<file path="src/common/jtag_bsr_cfg.svh">
// constants of the boundary scan chain and its test port
`ifndef JTAG_BSR_CFG_SVH
`define JTAG_BSR_CFG_SVH

// ---------------------------------------------------------------
// instruction register
// ---------------------------------------------------------------
`define IR_LEN 6
`define OP_EXTEST 6'h00
`define OP_SAMPLE 6'h01
`define OP_IDCODE 6'h02
`define OP_HIGHZ 6'h03
`define OP_CLAMP 6'h3E
`define OP_BYPASS 6'h3F
`define IR_CAPTURE 6'h2D

// ---------------------------------------------------------------
// mode select ones that force test-logic-reset
// ---------------------------------------------------------------
`define TLR_TMS_COUNT 3'h5

// ---------------------------------------------------------------
// chain layout, bit 0 nearest the serial output
// ---------------------------------------------------------------
`define OBS_CELLS 31
`define TX_CELLS 8
`define BIDI_PINS 16
`define OBS_BASE 0
`define TX_BASE 31
`define BIDI_BASE 39
`define CHAIN_LEN 71
`define ID_LEN 32

// ---------------------------------------------------------------
// buffering and synchroniser
// ---------------------------------------------------------------
`define TDO_FIFO_DEPTH 8
`define TDO_FIFO_WIDTH 1
`define SYNC_WIDTH 51

`endif

</file>
<file path="src/common/jtag_bsr_pkg.sv">
// types of the boundary scan chain and its test port
package jtag_bsr_pkg;

	// one-hot test access port states
	typedef enum logic [15:0] {
		tlr = 16'h0001,
		rti = 16'h0002,
		sel_dr = 16'h0004,
		cap_dr = 16'h0008,
		shf_dr = 16'h0010,
		ex1_dr = 16'h0020,
		pau_dr = 16'h0040,
		ex2_dr = 16'h0080,
		upd_dr = 16'h0100,
		sel_ir = 16'h0200,
		cap_ir = 16'h0400,
		shf_ir = 16'h0800,
		ex1_ir = 16'h1000,
		pau_ir = 16'h2000,
		ex2_ir = 16'h4000,
		upd_ir = 16'h8000
	} tap_state_type;

endpackage

</file>
<file path="src/hw/boundary_scan_register_chain.sv">
// boundary scan chain, test data registers and test port control
`timescale 1ns/10ps
`default_nettype none
`include "jtag_bsr_cfg.svh"

// Contract
// - bypass, boundary, identity share input and output
// - boundary chain selected by extest or sample
// - extest drives pins from update latches at once
// - cells latch on falling test clock edge
// - input pins observed only, never driven
// - enable cells hold update latch for driver
// - bidirectional pin uses enable and capture cell
// - enabled and no extest: capture core output
// - tri-stated or extest: capture pad input
// - pins get observe, control or both cells
// - sample on rising, change output on falling
// - reset by pin or five mode ones
// - extest code 000000, sample code 000001
module boundary_scan_register_chain #(
	parameter logic [31:0] ID_VALUE = 32'h1234_5001 // arbitrary value
) (
	input wire logic clk_sys,
	input wire logic rst_n,
	input wire logic tck_pin,
	input wire logic tms_pin,
	input wire logic tdi_pin,
	input wire logic trst_n_pin,
	output logic tdo_pin,
	output logic tdo_oe,
	input wire logic [7:0] serial_rx_neg,
	input wire logic [7:0] serial_rx_pos,
	input wire logic [7:0] core_tx_data,
	output logic [7:0] serial_tx_data,
	input wire logic ref_clock_mode_select,
	input wire logic [3:0] master_mgmt_bus_addr_straps,
	input wire logic [3:0] slave_mgmt_bus_addr_straps,
	input wire logic auto_power_disable_n,
	input wire logic downstream_common_clock,
	input wire logic upstream_common_clock,
	input wire logic master_mgmt_bus_speed_sel,
	input wire logic fundamental_reset_n,
	input wire logic reset_halt_strap,
	input wire logic [15:0] core_bidi_out,
	input wire logic [15:0] core_bidi_oe,
	output logic [15:0] core_bidi_in,
	input wire logic [15:0] pad_bidi_in,
	output logic [15:0] pad_bidi_out,
	output logic [15:0] pad_bidi_oe
);
	// ---------------------------------------------------------------
	// pin synchronisers
	// ---------------------------------------------------------------
	logic [`SYNC_WIDTH-1:0] raw_in;
	logic [`SYNC_WIDTH-1:0] syn_in;
	logic tck_s;
	logic tms_s;
	logic tdi_s;
	logic trst_n_s;
	logic [`OBS_CELLS-1:0] obs_s;
	logic [`BIDI_PINS-1:0] pad_in_s;

	// test port pins at bits 0 to 3, observed pins above them in chain order
	assign raw_in = {pad_bidi_in, reset_halt_strap, fundamental_reset_n,
		master_mgmt_bus_speed_sel, upstream_common_clock,
		downstream_common_clock, auto_power_disable_n,
		slave_mgmt_bus_addr_straps, master_mgmt_bus_addr_straps,
		ref_clock_mode_select, serial_rx_pos, serial_rx_neg,
		trst_n_pin, tdi_pin, tms_pin, tck_pin};

	bsr_sync2 #(
		.WIDTH(`SYNC_WIDTH)
	) u_sync (
		.clk_sys(clk_sys),
		.rst_n(rst_n),
		.async_in(raw_in),
		.sync_out(syn_in)
	);

	assign tck_s = syn_in[0];
	assign tms_s = syn_in[1];
	assign tdi_s = syn_in[2];
	assign trst_n_s = syn_in[3];
	assign obs_s = syn_in[4 +: `OBS_CELLS];
	assign pad_in_s = syn_in[4+`OBS_CELLS +: `BIDI_PINS];

	// ---------------------------------------------------------------
	// test clock edge detection
	// ---------------------------------------------------------------
	logic tck_d_ff;
	logic tck_rise;
	logic tck_fall;

	// previous synchronised test clock level
	always_ff @(posedge clk_sys)
	begin
		if (!rst_n)
			tck_d_ff <= 1'b0;
		else
			tck_d_ff <= tck_s;
	end

	assign tck_rise = tck_s && !tck_d_ff;
	assign tck_fall = !tck_s && tck_d_ff;

	// ---------------------------------------------------------------
	// scan state
	// ---------------------------------------------------------------
	jtag_bsr_pkg::tap_state_type state_ff;
	jtag_bsr_pkg::tap_state_type nxt_state_ff;
	logic [2:0] tms_cnt_ff;
	logic [2:0] nxt_tms_cnt_ff;
	logic [`IR_LEN-1:0] ir_sh_ff;
	logic [`IR_LEN-1:0] nxt_ir_sh_ff;
	logic [`IR_LEN-1:0] ir_ff;
	logic [`IR_LEN-1:0] nxt_ir_ff;
	logic bypass_ff;
	logic nxt_bypass_ff;
	logic [`ID_LEN-1:0] id_ff;
	logic [`ID_LEN-1:0] nxt_id_ff;
	logic [`CHAIN_LEN-1:0] chain_ff;
	logic [`CHAIN_LEN-1:0] nxt_chain_ff;
	logic [`CHAIN_LEN-1:0] upd_ff;
	logic [`CHAIN_LEN-1:0] nxt_upd_ff;
	logic [`CHAIN_LEN-1:0] cap_val;
	logic sel_bsr;
	logic sel_id;
	logic extest_on;
	logic apply_on;
	logic highz_on;
	logic ser_bit;
	logic shifting;
	logic fifo_in_ready;
	logic fifo_out_valid;
	logic [0:0] fifo_out_data;

	// instruction decode
	assign extest_on = (ir_ff == `OP_EXTEST);
	assign sel_bsr = extest_on || (ir_ff == `OP_SAMPLE);
	assign sel_id = (ir_ff == `OP_IDCODE);
	assign apply_on = extest_on || (ir_ff == `OP_CLAMP);
	assign highz_on = (ir_ff == `OP_HIGHZ);
	assign shifting = (state_ff == jtag_bsr_pkg::shf_dr) ||
		(state_ff == jtag_bsr_pkg::shf_ir);

	// only the selected register reaches the shared output
	always_comb
	begin
		if (state_ff == jtag_bsr_pkg::shf_ir)
			ser_bit = ir_sh_ff[0];
		else if (sel_bsr)
			ser_bit = chain_ff[0];
		else if (sel_id)
			ser_bit = id_ff[0];
		else
			ser_bit = bypass_ff;
	end

	// capture values: observe cells, tx control cells, bidi pairs
	assign cap_val[`OBS_BASE +: `OBS_CELLS] = obs_s;
	assign cap_val[`TX_BASE +: `TX_CELLS] = core_tx_data;

	genvar gi;
	generate
		for (gi = 0; gi < `BIDI_PINS; gi = gi + 1)
		begin : g_bidi
			// enable cell then one capture register per pin
			assign cap_val[`BIDI_BASE+2*gi] = core_bidi_oe[gi];
			assign cap_val[`BIDI_BASE+2*gi+1] =
				(!extest_on && core_bidi_oe[gi]) ? core_bidi_out[gi]
				: pad_in_s[gi];
		end
	endgenerate

	// next values of tap, instruction and data registers
	always_comb
	begin
		nxt_state_ff = state_ff;
		nxt_tms_cnt_ff = tms_cnt_ff;
		nxt_ir_sh_ff = ir_sh_ff;
		nxt_ir_ff = ir_ff;
		nxt_bypass_ff = bypass_ff;
		nxt_id_ff = id_ff;
		nxt_chain_ff = chain_ff;
		nxt_upd_ff = upd_ff;
		if (tck_rise && fifo_in_ready)
		begin
			// sample mode select and data on the rising edge
			if (!tms_s)
				nxt_tms_cnt_ff = 3'h0;
			else if (tms_cnt_ff != `TLR_TMS_COUNT)
				nxt_tms_cnt_ff = tms_cnt_ff + 3'h1;
			case (state_ff)
				jtag_bsr_pkg::tlr:
					nxt_state_ff = tms_s ? jtag_bsr_pkg::tlr
						: jtag_bsr_pkg::rti;
				jtag_bsr_pkg::rti:
					nxt_state_ff = tms_s ? jtag_bsr_pkg::sel_dr
						: jtag_bsr_pkg::rti;
				jtag_bsr_pkg::sel_dr:
					nxt_state_ff = tms_s ? jtag_bsr_pkg::sel_ir
						: jtag_bsr_pkg::cap_dr;
				jtag_bsr_pkg::cap_dr:
				begin
					nxt_state_ff = tms_s ? jtag_bsr_pkg::ex1_dr
						: jtag_bsr_pkg::shf_dr;
					nxt_bypass_ff = 1'b0;
					nxt_id_ff = ID_VALUE;
					if (sel_bsr)
						nxt_chain_ff = cap_val;
				end
				jtag_bsr_pkg::shf_dr:
				begin
					nxt_state_ff = tms_s ? jtag_bsr_pkg::ex1_dr
						: jtag_bsr_pkg::shf_dr;
					if (sel_bsr)
						nxt_chain_ff = {tdi_s, chain_ff[`CHAIN_LEN-1:1]};
					else if (sel_id)
						nxt_id_ff = {tdi_s, id_ff[`ID_LEN-1:1]};
					else
						nxt_bypass_ff = tdi_s;
				end
				jtag_bsr_pkg::ex1_dr:
					nxt_state_ff = tms_s ? jtag_bsr_pkg::upd_dr
						: jtag_bsr_pkg::pau_dr;
				jtag_bsr_pkg::pau_dr:
					nxt_state_ff = tms_s ? jtag_bsr_pkg::ex2_dr
						: jtag_bsr_pkg::pau_dr;
				jtag_bsr_pkg::ex2_dr:
					nxt_state_ff = tms_s ? jtag_bsr_pkg::upd_dr
						: jtag_bsr_pkg::shf_dr;
				jtag_bsr_pkg::upd_dr:
					nxt_state_ff = tms_s ? jtag_bsr_pkg::sel_dr
						: jtag_bsr_pkg::rti;
				jtag_bsr_pkg::sel_ir:
					nxt_state_ff = tms_s ? jtag_bsr_pkg::tlr
						: jtag_bsr_pkg::cap_ir;
				jtag_bsr_pkg::cap_ir:
				begin
					nxt_state_ff = tms_s ? jtag_bsr_pkg::ex1_ir
						: jtag_bsr_pkg::shf_ir;
					nxt_ir_sh_ff = `IR_CAPTURE;
				end
				jtag_bsr_pkg::shf_ir:
				begin
					nxt_state_ff = tms_s ? jtag_bsr_pkg::ex1_ir
						: jtag_bsr_pkg::shf_ir;
					nxt_ir_sh_ff = {tdi_s, ir_sh_ff[`IR_LEN-1:1]};
				end
				jtag_bsr_pkg::ex1_ir:
					nxt_state_ff = tms_s ? jtag_bsr_pkg::upd_ir
						: jtag_bsr_pkg::pau_ir;
				jtag_bsr_pkg::pau_ir:
					nxt_state_ff = tms_s ? jtag_bsr_pkg::ex2_ir
						: jtag_bsr_pkg::pau_ir;
				jtag_bsr_pkg::ex2_ir:
					nxt_state_ff = tms_s ? jtag_bsr_pkg::upd_ir
						: jtag_bsr_pkg::shf_ir;
				jtag_bsr_pkg::upd_ir:
					nxt_state_ff = tms_s ? jtag_bsr_pkg::sel_dr
						: jtag_bsr_pkg::rti;
				default:
					nxt_state_ff = jtag_bsr_pkg::tlr;
			endcase
			// fifth consecutive one forces test-logic-reset
			if (tms_s && (tms_cnt_ff == `TLR_TMS_COUNT - 3'h1))
				nxt_state_ff = jtag_bsr_pkg::tlr;
		end
		if (tck_fall)
		begin
			// update latches load on the falling edge
			if (state_ff == jtag_bsr_pkg::upd_dr && sel_bsr)
				nxt_upd_ff = chain_ff;
			if (state_ff == jtag_bsr_pkg::upd_ir)
				nxt_ir_ff = ir_sh_ff;
			if (state_ff == jtag_bsr_pkg::tlr)
				nxt_ir_ff = `OP_IDCODE;
		end
		if (!trst_n_s)
		begin
			nxt_state_ff = jtag_bsr_pkg::tlr;
			nxt_tms_cnt_ff = 3'h0;
			nxt_ir_ff = `OP_IDCODE;
		end
	end

	// scan state registers
	always_ff @(posedge clk_sys)
	begin
		if (!rst_n)
		begin
			state_ff <= jtag_bsr_pkg::tlr;
			tms_cnt_ff <= 3'h0;
			ir_sh_ff <= `IR_CAPTURE;
			ir_ff <= `OP_IDCODE;
			bypass_ff <= 1'b0;
			id_ff <= '0;
			chain_ff <= '0;
			upd_ff <= '0;
		end
		else
		begin
			state_ff <= nxt_state_ff;
			tms_cnt_ff <= nxt_tms_cnt_ff;
			ir_sh_ff <= nxt_ir_sh_ff;
			ir_ff <= nxt_ir_ff;
			bypass_ff <= nxt_bypass_ff;
			id_ff <= nxt_id_ff;
			chain_ff <= nxt_chain_ff;
			upd_ff <= nxt_upd_ff;
		end
	end

	// ---------------------------------------------------------------
	// serial output path
	// ---------------------------------------------------------------
	logic tdo_ff;
	logic nxt_tdo_ff;
	logic tdo_oe_ff;
	logic nxt_tdo_oe_ff;
	logic fifo_pop;

	// bits leave only while the test clock is sampled low
	assign fifo_pop = fifo_out_valid && !tck_s;

	bsr_fifo #(
		.WIDTH(`TDO_FIFO_WIDTH),
		.DEPTH(`TDO_FIFO_DEPTH)
	) u_tdo_fifo (
		.clk_sys(clk_sys),
		.rst_n(rst_n),
		.in_valid(tck_fall && shifting),
		.in_ready(fifo_in_ready),
		.in_data(ser_bit),
		.out_valid(fifo_out_valid),
		.out_ready(!tck_s),
		.out_data(fifo_out_data)
	);

	// output and its enable change after the falling edge
	always_comb
	begin
		nxt_tdo_ff = fifo_pop ? fifo_out_data[0] : tdo_ff;
		nxt_tdo_oe_ff = tdo_oe_ff;
		if (tck_fall)
			nxt_tdo_oe_ff = shifting;
		if (!trst_n_s)
			nxt_tdo_oe_ff = 1'b0;
	end

	// serial output registers
	always_ff @(posedge clk_sys)
	begin
		if (!rst_n)
		begin
			tdo_ff <= 1'b0;
			tdo_oe_ff <= 1'b0;
		end
		else
		begin
			tdo_ff <= nxt_tdo_ff;
			tdo_oe_ff <= nxt_tdo_oe_ff;
		end
	end

	assign tdo_pin = tdo_ff;
	assign tdo_oe = tdo_oe_ff;

	// ---------------------------------------------------------------
	// pad drive
	// ---------------------------------------------------------------
	logic [7:0] tx_ff;
	logic [7:0] nxt_tx_ff;
	logic [15:0] bo_ff;
	logic [15:0] nxt_bo_ff;
	logic [15:0] boe_ff;
	logic [15:0] nxt_boe_ff;
	logic [15:0] bin_ff;
	logic [15:0] nxt_bin_ff;

	// pins follow the core unless a test instruction holds them
	always_comb
	begin
		nxt_bin_ff = pad_in_s;
		nxt_tx_ff = apply_on ? upd_ff[`TX_BASE +: `TX_CELLS]
			: core_tx_data;
		for (int i = 0; i < `BIDI_PINS; i++)
		begin
			nxt_bo_ff[i] = apply_on ? upd_ff[`BIDI_BASE+2*i+1]
				: core_bidi_out[i];
			nxt_boe_ff[i] = apply_on ? upd_ff[`BIDI_BASE+2*i]
				: core_bidi_oe[i];
		end
		if (highz_on)
			nxt_boe_ff = '0;
	end

	// pad registers
	always_ff @(posedge clk_sys)
	begin
		if (!rst_n)
		begin
			tx_ff <= '0;
			bo_ff <= '0;
			boe_ff <= '0;
			bin_ff <= '0;
		end
		else
		begin
			tx_ff <= nxt_tx_ff;
			bo_ff <= nxt_bo_ff;
			boe_ff <= nxt_boe_ff;
			bin_ff <= nxt_bin_ff;
		end
	end

	assign serial_tx_data = tx_ff;
	assign pad_bidi_out = bo_ff;
	assign pad_bidi_oe = boe_ff;
	assign core_bidi_in = bin_ff;
endmodule
`default_nettype wire

</file>
<file path="src/hw/bsr_sync2.sv">
// two flip-flop synchroniser for pins from outside the clock domain
`timescale 1ns/10ps
`default_nettype none
module bsr_sync2 #(
	parameter int WIDTH = 1
) (
	input wire logic clk_sys,
	input wire logic rst_n,
	input wire logic [WIDTH-1:0] async_in,
	output logic [WIDTH-1:0] sync_out
);
	logic [WIDTH-1:0] meta_ff;
	logic [WIDTH-1:0] sync_ff;

	// first stage is read by the second stage only
	always_ff @(posedge clk_sys)
	begin
		if (!rst_n)
		begin
			meta_ff <= '0;
			sync_ff <= '0;
		end
		else
		begin
			meta_ff <= async_in;
			sync_ff <= meta_ff;
		end
	end

	assign sync_out = sync_ff;
endmodule
`default_nettype wire

</file>
<file path="src/hw/bsr_fifo.sv">
// small first-in first-out buffer with valid and ready on both sides
`timescale 1ns/10ps
`default_nettype none
module bsr_fifo #(
	parameter int WIDTH = 1,
	parameter int DEPTH = 8
) (
	input wire logic clk_sys,
	input wire logic rst_n,
	input wire logic in_valid,
	output logic in_ready,
	input wire logic [WIDTH-1:0] in_data,
	output logic out_valid,
	input wire logic out_ready,
	output logic [WIDTH-1:0] out_data
);
	localparam int AW = (DEPTH > 1) ? $clog2(DEPTH) : 1;
	logic [WIDTH-1:0] mem_ff [DEPTH];
	logic [AW-1:0] wr_ff;
	logic [AW-1:0] rd_ff;
	logic [AW:0] cnt_ff;
	logic push;
	logic pop;

	// full and empty come straight from the fill count
	assign in_ready = (cnt_ff != (AW+1)'(DEPTH));
	assign out_valid = (cnt_ff != '0);
	assign out_data = mem_ff[rd_ff];
	assign push = in_valid && in_ready;
	assign pop = out_valid && out_ready;

	// storage is written only, never reset
	always_ff @(posedge clk_sys)
	begin
		if (push)
			mem_ff[wr_ff] <= in_data;
	end

	// pointers wrap at the depth
	always_ff @(posedge clk_sys)
	begin
		if (!rst_n)
		begin
			wr_ff <= '0;
			rd_ff <= '0;
			cnt_ff <= '0;
		end
		else
		begin
			if (push)
				wr_ff <= (wr_ff == AW'(DEPTH-1)) ? '0 : wr_ff + 1'b1;
			if (pop)
				rd_ff <= (rd_ff == AW'(DEPTH-1)) ? '0 : rd_ff + 1'b1;
			if (push && !pop)
				cnt_ff <= cnt_ff + 1'b1;
			else if (pop && !push)
				cnt_ff <= cnt_ff - 1'b1;
		end
	end
endmodule
`default_nettype wire

</file>
<file path="config.mk">
export PLATFORM = sky130hd
export DESIGN_NAME = boundary_scan_register_chain
export DESIGN_NICKNAME = d
export VERILOG_FILES = /design/src/common/jtag_bsr_pkg.sv /design/src/hw/boundary_scan_register_chain.sv /design/src/hw/bsr_sync2.sv /design/src/hw/bsr_fifo.sv
export VERILOG_INCLUDE_DIRS = /design/src /design/src/common
export SDC_FILE = /design/constraint.sdc
export NUM_CORES = 1
export LEC_CHECK = 0
export BUFFER_PORTS_ARGS = -buffer_cell sky130_fd_sc_hd__clkbuf_2
export CORE_AREA = 2 2 152 154
export DETAILED_ROUTE_END_ITERATION = 6
export DIE_AREA = 0 0 154 156
export PLACE_DENSITY_LB_ADDON = 0.1
export SKIP_LAST_GASP = 1
export SLEW_MARGIN = 40
export SYNTH_ARGS = -nofsm -noshare
export SYNTH_HDL_FRONTEND = slang
export SYNTH_SLANG_ARGS = --single-unit
</file>
<file path="constraint.sdc">
create_clock -name clk_sys -period 6.2 [get_ports clk_sys]
set_input_delay 0.31 -clock clk_sys [delete_from_list [all_inputs] [get_ports clk_sys]]
set_output_delay 0.31 -clock clk_sys [all_outputs]
set_load 0.02 [all_outputs]
</file>
==> results.toml <==
[sta]
fmax_mhz = 271
final.setup_skew_ns = 0.0218
hold_viol = 0
tightest_slew_ns = 0.870
fin_crit_ns = 3.68
rsz0062_at_grt = "false"
fin_crit_sh_pct = 59.4
drv_slew = 0
setup_viol = 0
slew_headroom_pct = 42.0
finalSetupTns_ns = 0

[synth]
synth_top_cells_by_count = "dfxtp_1, nand2_1, and2_1"
synth.top_cell.area_share_pct = 50.1
synth_top_area_cell = "dfxtp_1"
synth.avg_cell_area_um2 = 9.32
synth_edf_count = 8
ys_warn_count = 0
ys_seq_elements = 354
ys_seq_area_share_pct = 51.8
synth_area_leaders = "dfxtp_1, nand2_1, and2_1"
synthFlopType = "dfxtp_1"
syn_inst = 1484
synth_fp_nets = 1588
yosysMostFrequentCell = "dfxtp_1"
async_flop_share_pct = 0
yosysUniqueCellTypes = 63
syn_area_um2 = 13800

[placed_design]
port_buffers = 150
gp_congestion = 0.805
post-dp-hpwl_mm = 18.5

[worst_setup_path]
path_class = "reg2reg"
cp_data_required_time_ns = 6.61
cp-start-kind = "flip-flop"
cp.arrival_ns = 4.10
crit_fanout = 11
cp-end-kind = "flip-flop"

[run]
drv_cap = 0

[status]
status = "complete, no violations"

[global_routing]
grt_overflow = 0
grt_start_max_net_pins = 139
grtUsageTotal_pct = 24.9
grt_pass1_vias = 10200
grt_first_pass_wirelength_mm = 49.6
antenna_found_initial = 1

[clock_tree]
numCtsBuffers = 36
clkTransAtPathRegs_ns = 0.06
htree_num_levels = 2
cts_root_buf = "clkbuf_16"
cts.sink_count = 354
insertion_delay_ns = 0.51
cts_buffer_depth = 3
cts_tree = "yes"

[floorplan]
initial_core_util_pct = 61.8
num_rows = 55
core_area_um2 = 22400
dieHeight_um = 156
ios = 151
dieWidth_um = 154
dieArea_um2 = 24000

[pwr]
ir_worst_vdd_uv = 265
clockPowerShare_pct = 45.7
power_frac_seq_pct = 48.2
share_comb_of_total_power_pct = 6.1
totalPowerFinal_uw = 4950
p_sw_share_pct = 21.4
power.density_nw_per_um2 = 310
intPower_uw = 3890
leakagePower_uw = 0.00683
p_switching_uw = 1060

[cells_and_area]
area_delta_synth_final_pct = 15.6
finalNetCount = 1693
drive_gt1_share_pct = 21.1

[drt]
first_pass_iters = 4
drc = 0
antenna_left = 0
vias = 10600
viasPerCell = 5.55
wirelength_mm = 30.1
wl_per_cell_um = 15.8
drt_iter0_markers = 594

[worst_hold_path]
hold_class = "in2reg"
## sequential cells by signal, summed over array words and instances (netlist names), 16 cells and up
signal           flops
pad_bidi_oe         16
upd_ff              40
chain_ff            71
u_sync.meta_ff      51
id_ff               32
pad_bidi_out        16
u_sync.sync_out     51
core_bidi_in        16
state_ff            16
## power groups by stage
stage	combinational [uW]	sequential, uW	clock [uW]
2_1_floorplan	180	2450	0
3_3_place_gp	289	2440	0
3_5_place_dp	295	2440	0
4_1_cts	305	2390	2300
5_1_grt	338	2400	2400
6_report	303	2390	2260
## cell families (layout without fill, tap and decap cells)
logic type / after synthesis / in the layout / synth area share (%)
simple gates: 697 / 697 / 24.7
mux: 26 / 26 / 2.20
compound gates: 269 / 269 / 15.5
buf+inv: 118 / 251 / 4.14
fa+ha+maj: 11 / 11 / 1.05
flops: 354 / 354 / 51.8
other cells: 0 / 1 / 0
xor+xnor: 9 / 9 / 0.570
## layout make-up
cell class,instances,area (um2)
flip-flops and latches,354,7170
fillers,1778,6380
multi-input cells,1012,6140
clock buffers,54,1100
repair buffers,180,1030
well taps,285,357
clock inverters,12,174
inverters,5,18.8
diodes,1,2.50
## stage by stage
stage                     hold slack, ns  std cells  setup slack [ns]  cell area (um2)  util (%)
after global routing             0.00489       1902              2.19            16000      71.5
after global placement             0.414       1819              2.75            14500      64.9
after CTS                        0.00109       1902              2.55            16000      71.4
after detailed placement           0.417       1820              2.60            14500      65.0
final                             0.0135       1903              2.52            16000      71.5
after floorplan                    0.412       1484              2.98            13800         -
## per-layer routing
metal	part of all wire [%]	global-route usage, %
met4	2.2	8.19
met2	47	41.0
met3	5.0	4.42
met1	46	33.4
met5	0	0
## worst paths after layout
kind | from | end | slack, ns | cells past startpoint
worst max-delay path | state_ff[5] | u_tdo_fifo.cnt_ff[3] | 2.52 | 12
worst min-delay path | serial_rx_neg[3] | u_sync.meta_ff[7] | 0.01 | 2
worst max register to register | state_ff[5] | u_tdo_fifo.cnt_ff[3] | 2.52 | 12
worst min register to register | u_sync.meta_ff[47] | u_sync.sync_out[47] | 0.42 | 1
## placed cells by master (no fill, tap or decap), types with 8 or more instances in the layout
master           n
mux2i_1          9
nor3_1          17
o22ai_1         26
dlygate4sd3_1   16
a21boi_2        40
a21oi_1         39
nor4_1          10
clkbuf_8        10
a21boi_0        38
nor2b_1          8
dfxtp_1        346
o221ai_1        15
and2_1         123
nand3_1         67
edfxtp_1         8
clkbuf_2       149
buf_4           13
o21ai_0         19
ha_1            10
mux2_2          15
nand2_2         40
nand2_1        320
clkbuf_16       38
o211a_1         56
nor2_1          52
## repair_timing
item                      CTS  global route
hold endpoints to repair   16             0
buffers inserted            0             0
gates resized for setup     0             0
hold buffers               16             0
## critical path: stages, from the launching register on
cell and delay [ns]:
dfxtp_1 0.41, or4b_2 0.81, nor4_1 0.37, o211ai_2 0.25
inv_1 0.18, ha_1 0.21, inv_1 0.10, ha_1 0.28
a21o_1 0.18, a21oi_1 0.19, xnor2_1 0.10, or3_1 0.31
a21boi_0 0.20
No activity file was read; power rests on OpenSTA's default activity.
